--- src/common/hmgc_pkg.sv ---
// Function
// - Zero mixer gain code disconnects the path.
// - Nonzero mixer code selects path gain.
// - Left mixer fields at 3:1, 7:5, 11:9.
// - Right mixer fields at 3:1, 7:5, 15:13.
// - Mixer gain fields reset to zero.
// - Headphone volume bits 7:2, reset 0dB.
// - Volumes staged until commit bit written.
// - Zero-cross bit 13 gates gain changes.
// - Bit 14 mutes the headphone output.
// - Output control bit 0 enables ground feedback.
// - Output enable shared with power register.
`default_nettype none
package hmgc_pkg;
  // Register indices; the byte address is four times the index.
  localparam logic [7:0] IDX_OUT_CTRL = 8'h4c;
  localparam logic [7:0] IDX_LMIX = 8'h60;
  localparam logic [7:0] IDX_RMIX = 8'h61;
  localparam logic [7:0] IDX_HP_L = 8'h68;
  localparam logic [7:0] IDX_HP_R = 8'h69;
  localparam logic [7:0] IDX_PWR = 8'h0a;
  // Byte lanes that carry the 16-bit registers.
  localparam int BE_LO = 0;
  localparam int BE_HI = 1;
  // Mixer path gain fields.
  localparam int MIX_W = 3;
  localparam int MIX_LIN_LSB = 1;
  localparam int MIX_RIN_LSB = 5;
  localparam int LMIX_AUX_LSB = 9;
  localparam int RMIX_AUX_LSB = 13;
  localparam logic [2:0] MIX_OFF = 3'h0;
  // Headphone volume register fields.
  localparam int VOL_W = 6;
  localparam int VOL_LSB = 2;
  localparam int COMMIT_BIT = 8;
  localparam int ZC_BIT = 13;
  localparam int MUTE_BIT = 14;
  localparam int ON_BIT = 15;
  localparam logic [5:0] VOL_RST = 6'h39;
  // Output control and power management bits.
  localparam int FB_BIT = 0;
  localparam int PWR_L_BIT = 0;
  localparam int PWR_R_BIT = 1;
endpackage : hmgc_pkg
`default_nettype wire

--- src/logic/hmgc_top.sv ---
// Chosen here: the Avalon-MM interface to the registers.
`default_nettype none
// Mixer input gains and first headphone pair controls behind an Avalon-MM slave.
module hmgc_top (
  input wire logic clk,
  input wire logic rst_b,
  input wire logic [9:0] address,
  input wire logic read,
  input wire logic write,
  input wire logic [31:0] writedata,
  input wire logic [3:0] byteenable,
  output logic [31:0] readdata,
  output logic waitrequest,
  input wire logic hp_left_sign,
  input wire logic hp_right_sign,
  output logic [2:0] lin_amp_to_lmix_gain,
  output logic [2:0] rin_amp_to_lmix_gain,
  output logic [2:0] laux_to_lmix_gain,
  output logic [2:0] lin_amp_to_rmix_gain,
  output logic [2:0] rin_amp_to_rmix_gain,
  output logic [2:0] raux_to_rmix_gain,
  output logic lin_amp_to_lmix_on,
  output logic rin_amp_to_lmix_on,
  output logic laux_to_lmix_on,
  output logic lin_amp_to_rmix_on,
  output logic rin_amp_to_rmix_on,
  output logic raux_to_rmix_on,
  output logic [5:0] hp_left_level,
  output logic [5:0] hp_right_level,
  output logic hp_left_silence,
  output logic hp_right_silence,
  output logic hp_left_on,
  output logic hp_right_on,
  output logic hp_ground_feedback_enable
);
  // Bus handshake state.
  logic ack_r; // High in the cycle a request completes.
  logic ack_nxt;
  logic [31:0] rdata_r; // Read word captured in the first request cycle.
  logic [31:0] rdata_nxt;
  logic [15:0] rd_word; // Combinational readback of the addressed register.
  logic wr_go; // Write takes effect at this edge.
  logic we_lo; // Low byte lane write.
  logic we_hi; // High byte lane write.
  // Address decode.
  logic sel_oc;
  logic sel_lmix;
  logic sel_rmix;
  logic sel_hpl;
  logic sel_hpr;
  logic sel_pwr;
  // Control bits held here.
  logic fb_r;
  logic fb_nxt;
  logic on_l_r;
  logic on_l_nxt;
  logic on_r_r;
  logic on_r_nxt;
  logic mute_l_r;
  logic mute_l_nxt;
  logic mute_r_r;
  logic mute_r_nxt;
  logic zc_l_r;
  logic zc_l_nxt;
  logic zc_r_r;
  logic zc_r_nxt;
  logic [5:0] stage_l_r; // Written volume, not yet committed.
  logic [5:0] stage_l_nxt;
  logic [5:0] stage_r_r;
  logic [5:0] stage_r_nxt;
  logic commit_req; // Pulse: one written to the commit bit.
  logic pend_l;
  logic pend_r;

  // Register decode uses the word index; the low address bits are ignored.
  assign sel_oc = (address[9:2] == hmgc_pkg::IDX_OUT_CTRL);
  assign sel_lmix = (address[9:2] == hmgc_pkg::IDX_LMIX);
  assign sel_rmix = (address[9:2] == hmgc_pkg::IDX_RMIX);
  assign sel_hpl = (address[9:2] == hmgc_pkg::IDX_HP_L);
  assign sel_hpr = (address[9:2] == hmgc_pkg::IDX_HP_R);
  assign sel_pwr = (address[9:2] == hmgc_pkg::IDX_PWR);

  // Every access waits exactly one cycle; this keeps read data registered.
  assign waitrequest = (read || write) && !ack_r;
  assign wr_go = write && ack_r;
  assign we_lo = wr_go && byteenable[hmgc_pkg::BE_LO];
  assign we_hi = wr_go && byteenable[hmgc_pkg::BE_HI];
  assign readdata = rdata_r;

  // Readback of the addressed register; unmapped words read zero.
  always_comb begin
    rd_word = 16'h0000;
    case (address[9:2])
      hmgc_pkg::IDX_OUT_CTRL: begin
        rd_word[hmgc_pkg::FB_BIT] = fb_r;
      end
      hmgc_pkg::IDX_LMIX: begin
        rd_word[hmgc_pkg::MIX_LIN_LSB +: hmgc_pkg::MIX_W] = lin_amp_to_lmix_gain;
        rd_word[hmgc_pkg::MIX_RIN_LSB +: hmgc_pkg::MIX_W] = rin_amp_to_lmix_gain;
        rd_word[hmgc_pkg::LMIX_AUX_LSB +: hmgc_pkg::MIX_W] = laux_to_lmix_gain;
      end
      hmgc_pkg::IDX_RMIX: begin
        rd_word[hmgc_pkg::MIX_LIN_LSB +: hmgc_pkg::MIX_W] = lin_amp_to_rmix_gain;
        rd_word[hmgc_pkg::MIX_RIN_LSB +: hmgc_pkg::MIX_W] = rin_amp_to_rmix_gain;
        rd_word[hmgc_pkg::RMIX_AUX_LSB +: hmgc_pkg::MIX_W] = raux_to_rmix_gain;
      end
      hmgc_pkg::IDX_HP_L: begin
        // The commit bit is never stored, so it reads zero.
        rd_word[hmgc_pkg::VOL_LSB +: hmgc_pkg::VOL_W] = stage_l_r;
        rd_word[hmgc_pkg::ZC_BIT] = zc_l_r;
        rd_word[hmgc_pkg::MUTE_BIT] = mute_l_r;
        rd_word[hmgc_pkg::ON_BIT] = on_l_r;
      end
      hmgc_pkg::IDX_HP_R: begin
        rd_word[hmgc_pkg::VOL_LSB +: hmgc_pkg::VOL_W] = stage_r_r;
        rd_word[hmgc_pkg::ZC_BIT] = zc_r_r;
        rd_word[hmgc_pkg::MUTE_BIT] = mute_r_r;
        rd_word[hmgc_pkg::ON_BIT] = on_r_r;
      end
      hmgc_pkg::IDX_PWR: begin
        rd_word[hmgc_pkg::PWR_L_BIT] = on_l_r;
        rd_word[hmgc_pkg::PWR_R_BIT] = on_r_r;
      end
      default: begin
        rd_word = 16'h0000;
      end
    endcase
  end

  // Bus handshake next state.
  always_comb begin
    ack_nxt = (read || write) && !ack_r;
    rdata_nxt = rdata_r;
    if (read && !ack_r) begin
      rdata_nxt = {16'h0000, rd_word};
    end
  end

  // Bus handshake registers.
  always_ff @(posedge clk) begin
    if (!rst_b) begin
      ack_r <= 1'b0;
      rdata_r <= 32'h0000_0000;
    end else begin
      ack_r <= ack_nxt;
      rdata_r <= rdata_nxt;
    end
  end

  // Next values of the headphone and output control bits.
  always_comb begin
    fb_nxt = fb_r;
    on_l_nxt = on_l_r;
    on_r_nxt = on_r_r;
    mute_l_nxt = mute_l_r;
    mute_r_nxt = mute_r_r;
    zc_l_nxt = zc_l_r;
    zc_r_nxt = zc_r_r;
    stage_l_nxt = stage_l_r;
    stage_r_nxt = stage_r_r;
    if (we_lo && sel_oc) begin
      fb_nxt = writedata[hmgc_pkg::FB_BIT];
    end
    if (we_lo && sel_hpl) begin
      stage_l_nxt = writedata[hmgc_pkg::VOL_LSB +: hmgc_pkg::VOL_W];
    end
    if (we_lo && sel_hpr) begin
      stage_r_nxt = writedata[hmgc_pkg::VOL_LSB +: hmgc_pkg::VOL_W];
    end
    if (we_hi && sel_hpl) begin
      zc_l_nxt = writedata[hmgc_pkg::ZC_BIT];
      mute_l_nxt = writedata[hmgc_pkg::MUTE_BIT];
      on_l_nxt = writedata[hmgc_pkg::ON_BIT];
    end
    if (we_hi && sel_hpr) begin
      zc_r_nxt = writedata[hmgc_pkg::ZC_BIT];
      mute_r_nxt = writedata[hmgc_pkg::MUTE_BIT];
      on_r_nxt = writedata[hmgc_pkg::ON_BIT];
    end
    if (we_lo && sel_pwr) begin
      on_l_nxt = writedata[hmgc_pkg::PWR_L_BIT];
      on_r_nxt = writedata[hmgc_pkg::PWR_R_BIT];
    end
  end

  assign commit_req = we_hi && (sel_hpl || sel_hpr) && writedata[hmgc_pkg::COMMIT_BIT];

  // Control registers; staged volume resets to 0dB.
  always_ff @(posedge clk) begin
    if (!rst_b) begin
      fb_r <= 1'b0;
      on_l_r <= 1'b0;
      on_r_r <= 1'b0;
      mute_l_r <= 1'b0;
      mute_r_r <= 1'b0;
      zc_l_r <= 1'b0;
      zc_r_r <= 1'b0;
      stage_l_r <= hmgc_pkg::VOL_RST;
      stage_r_r <= hmgc_pkg::VOL_RST;
    end else begin
      fb_r <= fb_nxt;
      on_l_r <= on_l_nxt;
      on_r_r <= on_r_nxt;
      mute_l_r <= mute_l_nxt;
      mute_r_r <= mute_r_nxt;
      zc_l_r <= zc_l_nxt;
      zc_r_r <= zc_r_nxt;
      stage_l_r <= stage_l_nxt;
      stage_r_r <= stage_r_nxt;
    end
  end

  assign hp_ground_feedback_enable = fb_r;
  assign hp_left_on = on_l_r;
  assign hp_right_on = on_r_r;
  assign hp_left_silence = mute_l_r;
  assign hp_right_silence = mute_r_r;

  // The channels see this cycle's written values so one write can stage and commit.
  hmgc_hp_channel u_hp_left (
    .clk(clk),
    .rst_b(rst_b),
    .commit(commit_req),
    .zc_gate(zc_l_nxt),
    .staged(stage_l_nxt),
    .sign_pin(hp_left_sign),
    .level(hp_left_level),
    .pending(pend_l)
  );

  hmgc_hp_channel u_hp_right (
    .clk(clk),
    .rst_b(rst_b),
    .commit(commit_req),
    .zc_gate(zc_r_nxt),
    .staged(stage_r_nxt),
    .sign_pin(hp_right_sign),
    .level(hp_right_level),
    .pending(pend_r)
  );

  hmgc_mix_path u_lmix_lin (
    .clk(clk),
    .rst_b(rst_b),
    .wr_en(we_lo && sel_lmix),
    .wr_code(writedata[hmgc_pkg::MIX_LIN_LSB +: hmgc_pkg::MIX_W]),
    .gain_code(lin_amp_to_lmix_gain),
    .path_on(lin_amp_to_lmix_on)
  );

  hmgc_mix_path u_lmix_rin (
    .clk(clk),
    .rst_b(rst_b),
    .wr_en(we_lo && sel_lmix),
    .wr_code(writedata[hmgc_pkg::MIX_RIN_LSB +: hmgc_pkg::MIX_W]),
    .gain_code(rin_amp_to_lmix_gain),
    .path_on(rin_amp_to_lmix_on)
  );

  hmgc_mix_path u_lmix_aux (
    .clk(clk),
    .rst_b(rst_b),
    .wr_en(we_hi && sel_lmix),
    .wr_code(writedata[hmgc_pkg::LMIX_AUX_LSB +: hmgc_pkg::MIX_W]),
    .gain_code(laux_to_lmix_gain),
    .path_on(laux_to_lmix_on)
  );

  hmgc_mix_path u_rmix_lin (
    .clk(clk),
    .rst_b(rst_b),
    .wr_en(we_lo && sel_rmix),
    .wr_code(writedata[hmgc_pkg::MIX_LIN_LSB +: hmgc_pkg::MIX_W]),
    .gain_code(lin_amp_to_rmix_gain),
    .path_on(lin_amp_to_rmix_on)
  );

  hmgc_mix_path u_rmix_rin (
    .clk(clk),
    .rst_b(rst_b),
    .wr_en(we_lo && sel_rmix),
    .wr_code(writedata[hmgc_pkg::MIX_RIN_LSB +: hmgc_pkg::MIX_W]),
    .gain_code(rin_amp_to_rmix_gain),
    .path_on(rin_amp_to_rmix_on)
  );

  hmgc_mix_path u_rmix_aux (
    .clk(clk),
    .rst_b(rst_b),
    .wr_en(we_hi && sel_rmix),
    .wr_code(writedata[hmgc_pkg::RMIX_AUX_LSB +: hmgc_pkg::MIX_W]),
    .gain_code(raux_to_rmix_gain),
    .path_on(raux_to_rmix_on)
  );

  a_lmix_aux_map: assert property (@(posedge clk) disable iff (!rst_b)
    we_hi && sel_lmix |=> laux_to_lmix_gain == $past(writedata[11:9])) else $error("Left aux field misplaced.");
  a_rmix_aux_map: assert property (@(posedge clk) disable iff (!rst_b)
    we_hi && sel_rmix |=> raux_to_rmix_gain == $past(writedata[15:13])) else $error("Right aux field misplaced.");
  a_hp_reset_level: assert property (@(posedge clk) disable iff (!rst_b)
    $rose(rst_b) |-> hp_left_level == hmgc_pkg::VOL_RST && hp_right_level == hmgc_pkg::VOL_RST)
    else $error("Volume not 0dB after reset.");
  a_hold_no_commit: assert property (@(posedge clk) disable iff (!rst_b)
    we_lo && sel_hpl && !commit_req && !pend_l |=> $stable(hp_left_level)) else $error("Volume applied without commit.");
  a_commit_both: assert property (@(posedge clk) disable iff (!rst_b)
    commit_req && !zc_l_nxt && !zc_r_nxt |=> hp_left_level == stage_l_r && hp_right_level == stage_r_r &&
    !pend_l && !pend_r) else $error("Commit did not move both channels.");
  a_mute_follows: assert property (@(posedge clk) disable iff (!rst_b)
    we_hi && sel_hpr |=> hp_right_silence == $past(writedata[hmgc_pkg::MUTE_BIT])) else $error("Mute bit not applied.");
  a_fb_follows: assert property (@(posedge clk) disable iff (!rst_b)
    we_lo && sel_oc |=> hp_ground_feedback_enable == $past(writedata[hmgc_pkg::FB_BIT]))
    else $error("Feedback bit not applied.");
  a_shared_enable: assert property (@(posedge clk) disable iff (!rst_b)
    read && !ack_r && sel_pwr |=> readdata[hmgc_pkg::PWR_L_BIT] == hp_left_on &&
    readdata[hmgc_pkg::PWR_R_BIT] == hp_right_on) else $error("Enable views disagree.");
  a_commit_reads_zero: assert property (@(posedge clk) disable iff (!rst_b)
    read && ack_r && (sel_hpl || sel_hpr) |-> !readdata[hmgc_pkg::COMMIT_BIT]) else $error("Commit bit read as one.");
endmodule : hmgc_top
`default_nettype wire

--- src/logic/hmgc_mix_path.sv ---
`default_nettype none
// One mixer input path: holds its gain code and the path connect level.
module hmgc_mix_path (
  input wire logic clk,
  input wire logic rst_b,
  input wire logic wr_en,
  input wire logic [2:0] wr_code,
  output logic [2:0] gain_code,
  output logic path_on
);
  logic [2:0] code_r; // Stored gain code.
  logic [2:0] code_nxt;
  logic on_r; // Registered so the analogue switch sees no decode glitch.
  logic on_nxt;

  // Next code and connect level; zero code opens the path.
  always_comb begin
    code_nxt = code_r;
    on_nxt = on_r;
    if (wr_en) begin
      code_nxt = wr_code;
      on_nxt = (wr_code != hmgc_pkg::MIX_OFF);
    end
  end

  // Registers; paths start disconnected.
  always_ff @(posedge clk) begin
    if (!rst_b) begin
      code_r <= hmgc_pkg::MIX_OFF;
      on_r <= 1'b0;
    end else begin
      code_r <= code_nxt;
      on_r <= on_nxt;
    end
  end

  assign gain_code = code_r;
  assign path_on = on_r;

  a_mix_zero_off: assert property (@(posedge clk) disable iff (!rst_b)
    wr_en && wr_code == hmgc_pkg::MIX_OFF |=> !path_on) else $error("Zero code left path connected.");
  a_mix_code_pass: assert property (@(posedge clk) disable iff (!rst_b)
    wr_en |=> gain_code == $past(wr_code) && path_on == ($past(wr_code) != hmgc_pkg::MIX_OFF))
    else $error("Mixer gain code not applied.");
  a_mix_reset_off: assert property (@(posedge clk) disable iff (!rst_b)
    $rose(rst_b) |-> gain_code == hmgc_pkg::MIX_OFF && !path_on) else $error("Mixer path not off after reset.");
endmodule : hmgc_mix_path
`default_nettype wire

--- src/logic/hmgc_hp_channel.sv ---
`default_nettype none
// One headphone channel: active gain, commit target and zero-cross gating.
module hmgc_hp_channel (
  input wire logic clk,
  input wire logic rst_b,
  input wire logic commit,
  input wire logic zc_gate,
  input wire logic [5:0] staged,
  input wire logic sign_pin,
  output logic [5:0] level,
  output logic pending
);
  logic [2:0] sync_r; // Bit 0 is the first synchroniser stage.
  logic [2:0] sync_nxt;
  logic sign_r; // Filtered signal polarity.
  logic sign_nxt;
  logic [5:0] level_r;
  logic [5:0] level_nxt;
  logic [5:0] target_r; // Gain waiting for a zero crossing.
  logic [5:0] target_nxt;
  logic pend_r;
  logic pend_nxt;
  logic zc_evt; // One-cycle pulse on an accepted polarity change.

  // Polarity filter and gain update.
  always_comb begin
    sync_nxt = {sync_r[1:0], sign_pin};
    // A change counts once the second and third stages agree.
    zc_evt = (sync_r[1] == sync_r[2]) && (sync_r[2] != sign_r);
    sign_nxt = zc_evt ? sync_r[2] : sign_r;
    level_nxt = level_r;
    target_nxt = target_r;
    pend_nxt = pend_r;
    if (commit) begin
      target_nxt = staged;
      if (zc_gate) begin
        // A new commit wins over a crossing in the same cycle.
        pend_nxt = 1'b1;
      end else begin
        level_nxt = staged;
        pend_nxt = 1'b0;
      end
    end else if (pend_r && (zc_evt || !zc_gate)) begin
      // apply at crossing; dropping the gate also releases the wait.
      level_nxt = target_r;
      pend_nxt = 1'b0;
    end
  end

  // Registers; gain resets to 0dB.
  always_ff @(posedge clk) begin
    if (!rst_b) begin
      sync_r <= 3'h0;
      sign_r <= 1'b0;
      level_r <= hmgc_pkg::VOL_RST;
      target_r <= hmgc_pkg::VOL_RST;
      pend_r <= 1'b0;
    end else begin
      sync_r <= sync_nxt;
      sign_r <= sign_nxt;
      level_r <= level_nxt;
      target_r <= target_nxt;
      pend_r <= pend_nxt;
    end
  end

  assign level = level_r;
  assign pending = pend_r;

  a_zc_immediate: assert property (@(posedge clk) disable iff (!rst_b)
    commit && !zc_gate |=> level == $past(staged) && !pending) else $error("Ungated change not immediate.");
  a_zc_waits: assert property (@(posedge clk) disable iff (!rst_b)
    commit && zc_gate |=> pending && $stable(level)) else $error("Gated change applied early.");
  a_zc_applies: assert property (@(posedge clk) disable iff (!rst_b)
    pending && zc_evt && !commit |=> level == $past(target_r) && !pending) else $error("Crossing did not apply gain.");
endmodule : hmgc_hp_channel
`default_nettype wire

--- config.mk ---
export PLATFORM = sky130hd
export DESIGN_NAME = hmgc_top
export DESIGN_NICKNAME = d
export VERILOG_FILES = /design/src/common/hmgc_pkg.sv /design/src/logic/hmgc_top.sv /design/src/logic/hmgc_mix_path.sv /design/src/logic/hmgc_hp_channel.sv
export SDC_FILE = /design/constraint.sdc
export NUM_CORES = 1
export LEC_CHECK = 0
export BUFFER_PORTS_ARGS = -buffer_cell sky130_fd_sc_hd__buf_2
export CORE_MARGIN = 3
export CORE_UTILIZATION = 50
export DETAILED_ROUTE_END_ITERATION = 12
export HOLD_SLACK_MARGIN = 0.08
export PLACE_DENSITY = 0.76
export SYNTH_ARGS = -nofsm -noshare
export SYNTH_HDL_FRONTEND = slang
export SYNTH_SLANG_ARGS = --single-unit
--- constraint.sdc ---
create_clock -name clk -period 3.55 [get_ports clk]
set_clock_uncertainty 0.2 [all_clocks]
set_input_delay 0.71 -clock clk [delete_from_list [all_inputs] [get_ports clk]]
set_output_delay 0.71 -clock clk [all_outputs]
set_load 0.02 [all_outputs]
; After elaboration in Yosys (flattened, before gate mapping)
; Index checks and enable logic that the tools add are counted.
[word_totals]
reg_bits = 92
output_inout_bits = 74
elab_cells = 110
[op_classes]
n_eq_ne = 12
n_mux = 27
n_reduce_logical = 38
[ops]
columns = operator, count
row1 = 6-bit 2-to-1 mux, 8
row2 = "8-bit by 7-bit equality test with 1-bit output, second input constant", 5
row3 = 1-bit logical AND, 21
row4 = 1-bit 2-to-1 mux, 12
row5 = 3-bit one-hot mux with 4 select lines, 1
row6 = 3-bit nonzero test, 4
row7 = 3-bit one-hot mux with 3 select lines, 1
row8 = "8-bit by 4-bit equality test with 1-bit output, second input constant", 1
row9 = 2-bit one-hot mux with 4 select lines, 1
row10 = 2-bit nonzero test, 4
row11 = 1-bit logical OR, 4
row12 = "2-bit != test, second input constant", 2
row13 = 1-bit one-hot mux with 2 select lines, 2
row14 = 2-bit AND reduction, 2
row15 = 1-bit zero test, 3
row16 = 3-bit 2-to-1 mux, 1
row17 = 1-bit one-hot mux with 3 select lines, 1
row18 = 1-bit equality test, 2
row19 = 1-bit != test, 2

; Logic depth before layout (Yosys ltp)
; Gate-level depths: netlist of the first run.
[logic_depth]
depth_word = 9
ltp_mapped = 7
ltp_nobuf = 5

; Modules after synthesis
; From an unflattened synthesis of the first run, not the netlist that was laid out.
[unflattened]
hier_cells = 389
area_unflattened_um2 = 4047.6
[by_module_without_submodules]
columns = mod, n_inst, cells_per_inst, area_each_um2, seq_area_each_um2
row1 = hmgc_top, 1, 193, 1815.5, 680.7
row2 = hmgc_hp_channel, 2, 56, 650.6, 340.3
row3 = hmgc_mix_path, 6, 14, 155.1, 80.1

; Worst setup path before layout of the first run
; Ideal clock, no wire load.
[synth_path]
path_kind = input port to flip-flop
from = input address[4]
to = register u_hp_left.level_r[1], in the netlist u_hp_left.level[1]
setup_time_ps = 123
arrival_time_ps = 2551
slack_ps = 675
path_stages = 6
path_buffers = 1
cell_sequence = or4b_1 buf_4 nor4_1 mux2i_1 o22ai_4 mux2_1
[synth_via]
elab_chain_cells = 8
word_cells_on_any_way = 17
[synth_rtl]
columns = item, line
row1 = "start, declared", hmgc_top.sv:7  ; input wire logic [9:0] address,
row2 = 8-bit by 7-bit equality test with 1-bit output, hmgc_top.sv:79  ; assign sel_hpl = (address[9:2] == hmgc_pkg::IDX_HP_L);
row3 = 1-bit logical AND, hmgc_top.sv:170  ; if (we_hi && sel_hpl) begin
row4 = 1-bit 2-to-1 mux, hmgc_top.sv:170
row5 = 1-bit zero test, hmgc_hp_channel.sv:43  ; end else if (pend_r && (zc_evt || !zc_gate)) begin
row6 = 1-bit logical OR, hmgc_hp_channel.sv:43
row7 = 1-bit logical AND, hmgc_hp_channel.sv:43
row8 = 2-bit nonzero test (no source line), --
row9 = 2-bit AND reduction (no source line), --
row10 = "end signal, assigned", hmgc_hp_channel.sv:55  ; level_r <= hmgc_pkg::VOL_RST;
row11 = "end signal, assigned", hmgc_hp_channel.sv:61  ; level_r <= level_nxt;
row12 = "end, declared", hmgc_hp_channel.sv:17  ; logic [5:0] level_r;
; Several ways; a longest one is shown, not always the timed one. The select of a mux whose other input is x is not followed.
; A chain may end at the register's enable or synchronous reset.

; Worst setup path after layout of the first run
[layout_path]
from = input address[4]
to = register u_hp_left.level_r[5], in the netlist u_hp_left.level[5]
; Same word-level chain as after synthesis.

==> impl_metrics.ini, run 1 <==
[clock_tree]
clk_pin_slew_ps = 100
cts_setup_buffers = 0
worst_skew_pair.late_latency_ps = 350
cts_resized = 0
htreeDepth = 3
hold_buffers = 0
clk_path_buf_depth = 2
cts.sinks = 92
cts_root_buf = clkbuf_8
tritoncts = done
numCtsBuffers = 9

[worst_setup_path]
cp.required_ps = 3600
path_delay_family = simple AND/OR/NAND/NOR gates
path_class = in2reg
endpoint_kind = flip-flop
crit_buf_inv = 1
rrSetupSlack_ps = 1160
worstPathArrival_ps = 2930
reg2reg_depth = 6
path_depth = 6
cp_slowest_cell = or4b_1
r2r-start = ack_r$_SDFF_PN0_
critPathMaxFanout = 9
max_stage_delay_ps = 770
cp_cell_sequence = buf_2, or4b_1, nor4_4, mux2i_1, a21oi_1, mux2_2
r2r_end = u_hp_left.level[0]$_SDFFE_PN1P_
start_kind = primary input

[floorplan]
design.portCount = 126
core_um2 = 7330
num_rows = 31
die_width_um = 93.6
dieArea_um2 = 8760
initial_core_util_pct = 52.3
fp.dieH_um = 93.6

[sta]
rsz0062_at_grt = no
hold_viol = 0
worstMarginPinSlew_ps = 704
setup_violations = 0
period_share_pct = 81.2
drv_slew = 0
relSlewSlack_pct = 52.7
fin_setup_tns_ps = 0
max_freq_ghz = 0.347
period_minus_slack_ps = 2880

[run_status]
status = finished, final reports clean

[detailed_routing]
drc = 0
via_count = 3242
dr.pass1.iters = 6
ant_nets = 0
initialDrtViolationCount = 202
routed_wl_mm = 8.89
wl_per_cell_um = 14.9
viasPerCell = 5.43

[global_routing]
overflow = 0
antenna_found_initial = 0
grt_pass1_vias = 3064
grt_pass1_wl_mm = 14.4
grtUsageTotal_pct = 20.6
grt_max_degree = 35

[layout]
syn_to_final_growth_pct = 16.8
design_area_um2 = 4480
antenna_cells = 0
layout-drive-gt1-share_pct = 26.5
num-nets-final = 545
fin_cells = 597

[yosys]
synth_seq_area_share_pct = 48.0
synthCells = 410
synth_compound_area_share_pct = 14.2
yosys_warnings = 0
ys_ff_latch = 92
synth_cell_types = 45
synth.area.mux_share_pct = 9.49
synthFlopType = dfxtp_1
syn-cell-area_um2 = 3830
yosys.area_share.adder_pct = 0
synth_area_per_cell_um2 = 9.35
async_reset_ff_share_pct = 0
synth_xor_area_share_pct = 0
synth_edf_count = 0
synth_top_family_by_area = simple AND/OR/NAND/NOR gates
yosys.area_share.simple_pct = 21.5

[flow_run]
maxCapViolCount = 0

[placed_design]
dp_cells = 581
routabilityCongestion = 0.851
dpl_cell_area_um2 = 4300
hpwl_mm = 6.69
io_buffers = 86

[min_path]
hold_depth = 1
whs_endpoint = u_hp_right.sync_r[1]$_SDFF_PN0_
worstHoldStart = u_hp_right.sync_r[0]$_SDFF_PN0_
hold_path.class = reg2reg

[pwr]
max-vdd-ir-drop_v = 0.000215
leakagePower_nw = 1.80
power_density_nw_per_um2 = 402
total_power_mw = 1.80
==> flip-flops by register name (all words and copies together), names as in the netlist, 6 cells and up <==
register             cells
u_hp_right.level         6
stage_r_r                6
stage_l_r                6
u_hp_left.level          6
u_hp_left.target_r       6
u_hp_right.target_r      6
readdata                14
==> through the flow <==
step / setup slack, ps / hold WS [ps] / util, %
after floorplan: 675 / 212 / -
after global placement: 348 / 215 / 58.6
after detailed placement: 280 / 219 / 58.6
after CTS: 666 / 244 / 61.1
after global routing: 500 / 262 / 61.1
final: 666 / 241 / 61.1
==> worst max path at each step <==
stage / startpoint / endpoint / slack [ps]
2_1_floorplan: address[4] / u_hp_left.level[1]$_SDFFE_PN0P_ / 680
4_1_cts: address[4] / u_hp_left.level[5]$_SDFFE_PN1P_ / 670
6_report: address[4] / u_hp_left.level[5]$_SDFFE_PN1P_ / 670
3_5_place_dp: address[4] / u_hp_left.level[5]$_SDFFE_PN1P_ / 280
3_3_place_gp: address[4] / u_rmix_aux.gain_code[0]$_SDFFE_PN0P_ / 350
5_1_grt: address[4] / u_rmix_aux.gain_code[1]$_SDFFE_PN0P_ / 500
==> layout by cell type (no fill, tap or decap), drive strengths merged, types with 3 or more instances in the layout <==
master	n
buf	96
dfxtp	92
nand2	51
a21oi	36
nor2	33
mux2i	24
nor3	19
conb	18
and2	14
nand2b	12
mux2	11
clkbuf	9
nor4	9
a211oi	8
a222oi	8
inv	8
nand3	6
o21ai	6
a21o	5
a2bb2oi	3
a221oi	3
==> report_power, final <==
group | internal, mW | switching (mW) | leakage (nW)
Combinational | 0.0285 | 0.0779 | 0.972
Sequential | 1.04 | 0.00437 | 0.744
Clock | 0.266 | 0.387 | 0.0886
==> cell families after synthesis <==
| group | after synthesis |
|---|---|
| AND/OR/NAND/NOR | 159 |
| other | 1 |
| buffers and inverters | 45 |
| flip-flops | 92 |
| multiplexers | 35 |
| AO/OA/AOI/OAI | 78 |
==> synth_stat cells (2+ instances only) <==
cell type / number / area share [%]
a21oi_1: 36 / 4.7
nor2b_1: 2 / 0.33
or4_1: 2 / 0.39
clkbuf_1: 11 / 1.1
o21ai_0: 6 / 0.78
mux2i_1: 24 / 6.3
nand3_1: 6 / 0.78
buf_2: 7 / 0.91
a2bb2oi_1: 3 / 0.69
nor2_1: 32 / 3.1
a21o_1: 5 / 0.98
or3b_2: 2 / 0.46
mux2_2: 9 / 2.6
nor3_1: 19 / 2.5
or2_2: 2 / 0.33
a211oi_1: 8 / 1.6
nor4_4: 3 / 1.7
nand2_1: 51 / 5.0
mux2_1: 2 / 0.59
buf_1: 3 / 0.29
a222oi_1: 8 / 2.1
nor4_1: 6 / 0.98
buf_4: 19 / 3.7
inv_1: 4 / 0.39
o22ai_4: 2 / 1.0
dfxtp_1: 92 / 48
o21a_1: 2 / 0.39
nand2b_1: 12 / 2.0
a221oi_1: 3 / 0.69
and2_1: 14 / 2.3
==> cell type report <==
cell class              count  area, µm²
clock buffers               9        124
well taps                  99        124
repair buffers             96        518
multi-input cells         290       1800
fillers                   637       2850
inverters                   4       15.0
flip-flops and latches     92       1840
clock inverters             7       57.6
==> layer usage <==
layer / vias to the layer above / part of all wire (%) / global-route usage, %
li1: 1582 / - / -
met1: 1503 / 43 / 26.2
met4: 0 / 0.86 / 7.58
met3: 8 / 7.7 / 4.26
met2: 149 / 49 / 34.4
met5: - / 0 / 0
(Power assumes the default switching activity.)
==> run 2: changes to the inputs <==
--- a/config.mk
+++ b/config.mk
@@ -5,12 +5,13 @@
 export SDC_FILE = /design/constraint.sdc
 export NUM_CORES = 1
 export LEC_CHECK = 0
+export ABC_AREA = 1
 export BUFFER_PORTS_ARGS = -buffer_cell sky130_fd_sc_hd__buf_2
 export CORE_MARGIN = 3
 export CORE_UTILIZATION = 50
 export DETAILED_ROUTE_END_ITERATION = 12
 export HOLD_SLACK_MARGIN = 0.08
-export PLACE_DENSITY = 0.76
+export PLACE_DENSITY = 0.75
 export SYNTH_ARGS = -nofsm -noshare
 export SYNTH_HDL_FRONTEND = slang
 export SYNTH_SLANG_ARGS = --single-unit
==> constraint.sdc (replaced) <==
create_clock -name clk -period 2.8 [get_ports clk]
set_clock_uncertainty 0.2 [all_clocks]
set_input_delay 0.56 -clock clk [delete_from_list [all_inputs] [get_ports clk]]
set_output_delay 0.56 -clock clk [all_outputs]
set_load 0.02 [all_outputs]
==> run 2 against run 1 <==
  * Via count rose by 14%
  * Power grew 46%
  * Worst hold slack worse by 58 ps
  * Critical path type unchanged
==> impl_metrics.ini, run 2 <==
[worst_setup_path]
max_stage_delay_ps = 330
crit_buf_inv = 2
critPathMaxFanout = 17
rrSetupSlack_ps = 740
path_class = in2reg
critPathCapture = u_hp_right.level[0]$_SDFFE_PN1P_
path_depth = 11
cp.required_ps = 2830
worstPathArrival_ps = 2130
reg2reg_depth = 8
r2r-start = ack_r$_SDFF_PN0_
start_kind = primary input
path_common_cell = nand2_1
cp_cell_sequence = buf_2, inv_1, nand2_1, nor2_4, nand2_1, nand2_1, nand2_2, nand2_1, nand2_2, nand2_1, nand3_1
crit_path_start = address[9]
path_delay_family = simple AND/OR/NAND/NOR gates
cp_slowest_cell = nand2_1
endpoint_kind = flip-flop
r2r_end = u_hp_left.level[4]$_SDFFE_PN1P_

[yosys]
ys_top_cells_by_area = dfxtp_1 46%, nand2_1 12%, o21ai_0 6.4%, nand3_1 5.9%, inv_1 5.4%
async_reset_ff_share_pct = 0
synth_seq_area_share_pct = 45.9
synth_edf_count = 0
yosys_warnings = 0
synth_largest_area_cell = dfxtp_1
synth.cells.most_frequent = 133 x nand2_1, 92 x dfxtp_1, 58 x inv_1
synth_cell_types = 34
synthFlopType = dfxtp_1
synthCells = 549
ys_ff_latch = 92
synth.top_cell.area_share_pct = 45.9
synth_area_per_cell_um2 = 7.32
syn-cell-area_um2 = 4020
synth_most_common_cell = nand2_1

[floorplan]
initial_core_util_pct = 51.7
dieArea_um2 = 9140
design.portCount = 126
core_um2 = 7770
fp.dieH_um = 95.6
num_rows = 32
die_width_um = 95.6

[detailed_routing]
routed_wl_mm = 9.37
wl_per_cell_um = 12.6
initialDrtViolationCount = 159
via_count = 3689
ant_nets = 0
dr.pass1.iters = 4
viasPerCell = 4.97
drc = 0

[pwr]
total_power_mw = 2.62
leakagePower_nw = 2.25
power_density_nw_per_um2 = 555
max-vdd-ir-drop_v = 0.000362

[global_routing]
grt_use_met2_pct = 34.9
busiest_layer = met2
antenna_found_initial = 0
grt_pass1_vias = 3338
grtUsageTotal_pct = 21.0
overflow = 0
grt_pass1_wl_mm = 15.0
grt_util_met3_pct = 3.79
grt_max_degree = 32
met1_usage_pct = 26.0

[min_path]
hold_path.class = in2reg

[clock_tree]
numCtsBuffers = 9
clk_path_buf_depth = 2
htreeDepth = 3
worst_skew_pair.late_latency_ps = 350
cts.sinks = 92
hold_buffers = 0
cts_setup_buffers = 0
tritoncts = done
cts_resized = 0
cts_root_buf = clkbuf_8
clk_pin_slew_ps = 90

[placed_design]
io_buffers = 86
dp_cells = 726
dpl_cell_area_um2 = 4460
routabilityCongestion = 0.881
hpwl_mm = 7.12

[sta]
rsz0062_at_grt = no
hold_viol = 0
period_share_pct = 75.1
relSlewSlack_pct = 56.3
period_minus_slack_ps = 2100
fin_setup_tns_ps = 0
worstMarginPinSlew_ps = 651
max_freq_ghz = 0.476
setup_violations = 0
drv_slew = 0

[run_status]
status = finished, final reports clean

[layout]
mostFrequentLayoutCell = nand2_1
layout_common_cells = 133 x nand2_1, 92 x dfxtp_1, 86 x buf_2
layout-drive-gt1-share_pct = 22.0
final_util_pct = 60.9
design_area_um2 = 4730
fillers = 727
syn_to_final_growth_pct = 17.7
num-nets-final = 687
fin_cells = 742
antenna_cells = 0
largest_reg_flops = 14

[flow_run]
maxCapViolCount = 0
## run 2: how the worst min path moves through the flow
stage,startpoint,endpoint,slack (ps),depth (start not counted)
final,hp_right_sign,u_hp_right.sync_r[0]$_SDFF_PN0_,180,3
after global routing,hp_right_sign,u_hp_right.sync_r[0]$_SDFF_PN0_,180,3
after CTS,hp_right_sign,u_hp_right.sync_r[0]$_SDFF_PN0_,170,3
after detailed placement,u_hp_left.sync_r[0]$_SDFF_PN0_,u_hp_left.sync_r[1]$_SDFF_PN0_,200,2
after global placement,u_hp_left.sync_r[0]$_SDFF_PN0_,u_hp_left.sync_r[1]$_SDFF_PN0_,190,2
after floorplan,u_hp_left.sync_r[0]$_SDFF_PN0_,u_hp_left.sync_r[1]$_SDFF_PN0_,190,2
## run 2: cell families (layout without fill, tap and decap cells)
| logic type | count (synthesis) | count (layout) | share of synthesized area (%) |
|---|---|---|---|
| compound gates | 102 | 102 | 13.4 |
| buf+inv | 97 | 171 | 11.7 |
| simple gates | 257 | 257 | 29.0 |
| other cells | 1 | 18 | 0.0934 |
| flops | 92 | 92 | 45.9 |
## run 2: stage by stage
stage               worst slack (ps)  hold WS, ps
finish                           698          183
detailed placement               318          201
global placement                 361          194
CTS                              688          167
floorplan                        852          190
global route                     451          180
## run 2: cell type report
cell class	instances	area, µm²	share of cell area [%]
Clock buffer	12	145	3.07
Sequential cell	92	1840	39.0
Inverter	60	225	4.76
Multi-Input combinational cell	377	1770	37.4
Clock inverter	4	120	2.54
Timing Repair Buffer	95	498	10.5
Tap cell	102	128	2.70
## run 2: routing by layer
layer / wire length (µm) / vias up
met3: 603 / 16
met5: 0 / -
met4: 227 / 0
li1: - / 1902
met1: 4180 / 1649
met2: 4360 / 122
## run 2: power by group
part	leakage, nW	internal (mW)	switching [mW]
logic	1.38	0.0403	0.108
clock network	0.131	0.709	0.445
registers	0.744	1.32	0.00552
total	2.25	2.06	0.558
## run 2: worst register-to-register path, cell delays in order, from the launching register on
cell and delay, ps:
dfxtp_1 410, nand3_1 270, clkinv_1 190, nand3_2 140
o21ai_1 290, nand2_2 200, nand2_1 170, nand2_1 60
nand3_1 80
==> run 3: changes to the inputs <==
--- a/config.mk
+++ b/config.mk
@@ -5,13 +5,13 @@
 export SDC_FILE = /design/constraint.sdc
 export NUM_CORES = 1
 export LEC_CHECK = 0
-export ABC_AREA = 1
+export ABC_AREA = 0
 export BUFFER_PORTS_ARGS = -buffer_cell sky130_fd_sc_hd__buf_2
 export CORE_MARGIN = 3
 export CORE_UTILIZATION = 50
 export DETAILED_ROUTE_END_ITERATION = 12
 export HOLD_SLACK_MARGIN = 0.08
-export PLACE_DENSITY = 0.75
+export PLACE_DENSITY = 0.76
 export SYNTH_ARGS = -nofsm -noshare
 export SYNTH_HDL_FRONTEND = slang
 export SYNTH_SLANG_ARGS = --single-unit
==> constraint.sdc (replaced) <==
create_clock -name clk -period 2.1 [get_ports clk]
set_clock_uncertainty 0.2 [all_clocks]
set_input_delay 0.42 -clock clk [delete_from_list [all_inputs] [get_ports clk]]
set_output_delay 0.42 -clock clk [all_outputs]
set_load 0.02 [all_outputs]
==> run 3 against run 2 <==
  * The flow now finishes with violations (negative setup slack)
  * Sequential power is 33% higher
  * Setup slack worse by 740 ps
  * Sequential cell count unchanged
  * Worst hold slack worse by 62 ps
  * Die area shrank 4.2%
  * Clock-buffer cell count fell by 2
  * Cell count down 13%
  * Critical path depth down 4
  * Clock power up 5%
  * Critical endpoint is now u_hp_right.level[3]$_SDFFE_PN1P_
  * Largest cell class is now multi-input gates
==> impl_metrics.ini, run 3 (synthesized netlist as in run 1, its figures left out) <==
[global_routing]
grt_pass1_wl_mm = 16.0
grt_pass1_vias = 3353
grtUsageTotal_pct = 23.0
antenna_found_initial = 0
overflow = 0
grt_max_degree = 33

[sta]
relSlewSlack_pct = 62.3
max_freq_ghz = 0.467
setup_violations = 11
drv_slew = 0
rsz0062_at_grt = yes
hold_viol = 0
worstMarginPinSlew_ps = 564
period_minus_slack_ps = 2140
period_share_pct = 102
fin_setup_tns_ps = -238
setup_ws_ps = -40.2

[layout]
antenna_cells = 0
fin_cells = 647
fillers = 553
final_util_pct = 69.7
num-nets-final = 595
layout-drive-gt1-share_pct = 38.1
syn_to_final_growth_pct = 33.2
mostFrequentLayoutCell = dfxtp_1
layout_common_cells = 91 x dfxtp_1, 84 x buf_2, 50 x nand2_1, 50 x buf_4, 34 x a21oi_1
largest_reg_flops = 14

[clock_tree]
clk_path_buf_depth = 2
worst_skew_pair.late_latency_ps = 350
htreeDepth = 3
cts_root_buf = clkbuf_8
numCtsBuffers = 9
clk_pin_slew_ps = 90
tritoncts = done
cts.sinks = 92

[min_path]
hold_path.class = in2reg

[pwr]
pwr-share-seq_pct = 54.6
power_frac_comb_pct = 7.7
leakagePower_nw = 2.15
sw_frac_of_total_pct = 25.3
max-vdd-ir-drop_v = 0.000375
p_int_mw = 2.41
pwr-share-clk_pct = 37.7
power_density_nw_per_um2 = 631
p_sw_mw = 0.815

[floorplan]
initial_core_util_pct = 52.3
num_rows = 31
dieArea_um2 = 8760
die_width_um = 93.6
design.portCount = 126
core_um2 = 7330
fp.dieH_um = 93.6

[run_status]
violations = negative setup slack
status = complete, but fails checks

[detailed_routing]
via_count = 3510
routed_wl_mm = 10.4
dr.pass1.iters = 5
drc = 0
ant_nets = 0
viasPerCell = 5.43
initialDrtViolationCount = 303
wl_per_cell_um = 16.1

[placed_design]
routabilityCongestion = 0.819
hpwl_mm = 7.37
dp_cells = 619
io_buffers = 86

[worst_setup_path]
cp.required_ps = 2140
worstPathArrival_ps = 2190
critPathMaxFanout = 6
endpoint_kind = flip-flop
start_kind = primary input
path_class = in2reg

[flow_run]
maxCapViolCount = 0
run 3: stage by stage:
step	instance area (µm²)	power, mW	setup slack, ps	hold slack (ps)
6_report	5110	3.22	-40.2	121
3_5_place_dp	4650	2.02	-557	218
2_1_floorplan	3950	1.94	-337	212
5_1_grt	5110	3.34	-105	147
3_3_place_gp	4650	2.02	-497	216
4_1_cts	4990	3.21	-88.0	121
run 3: final cells by class:
class | count | area (µm²) | share of cell area, %
multi-input cells | 291 | 1990 | 38.9
repair buffers | 145 | 938 | 18.4
flip-flops and latches | 92 | 1840 | 36.1
inverters | 4 | 15.0 | 0.294
clock inverters | 6 | 71.3 | 1.40
clock buffers | 10 | 128 | 2.50
well taps | 99 | 124 | 2.42
run 3: per-layer routing:
metal	track usage (%)	vias to the layer above	wire length, µm	part of all wire [%]
met2	39.2	149	5110	49
met1	29.6	1662	4460	43
li1	-	1681	-	-
met4	8.30	0	170	1.6
met5	0	-	0	0
met3	3.22	18	691	6.6
run 3: path summary, 6_finish.rpt:
path / start / endpoint / slack [ps] / cells after the start
setup / recovery: address[9] / u_hp_right.level[3]$_SDFFE_PN1P_ / -40 / 7
hold / removal: writedata[10] / u_lmix_aux.gain_code[1]$_SDFFE_PN0P_ / 120 / 3
hold reg to reg: u_hp_right.sync_r[0]$_SDFF_PN0_ / u_hp_right.sync_r[1]$_SDFF_PN0_ / 240 / 1
setup reg to reg: ack_r$_SDFF_PN0_ / u_hp_right.level[5]$_SDFFE_PN1P_ / 20 / 7
run 3: power groups by stage:
| stage | registers (mW) | logic [mW] | clock network, mW |
|---|---|---|---|
| 5_1_grt | 1.76 | 0.266 | 1.31 |
| 4_1_cts | 1.76 | 0.233 | 1.22 |
| 3_3_place_gp | 1.80 | 0.218 | 0 |
| 3_5_place_dp | 1.80 | 0.222 | 0 |
| 6_report | 1.76 | 0.249 | 1.21 |
| 2_1_floorplan | 1.80 | 0.133 | 0 |
run 3: critical path, cell delays in order:
cell and delay [ps]:
buf_6 90, buf_6 100, or4b_4 570, nor4_4 180, mux2i_2 330, o22ai_4 160, mux2_4 320
run 3: repair_timing:
action                                 in CTS  in global routing
cloned                                      1                  0
setup buffers                               7                  2
setup endpoints to repair                  27                 36
hold buffers                                2                  0
pin swaps                                   5                  6
endpoints found under the hold margin       2                  0
gates resized for setup                    14                 24
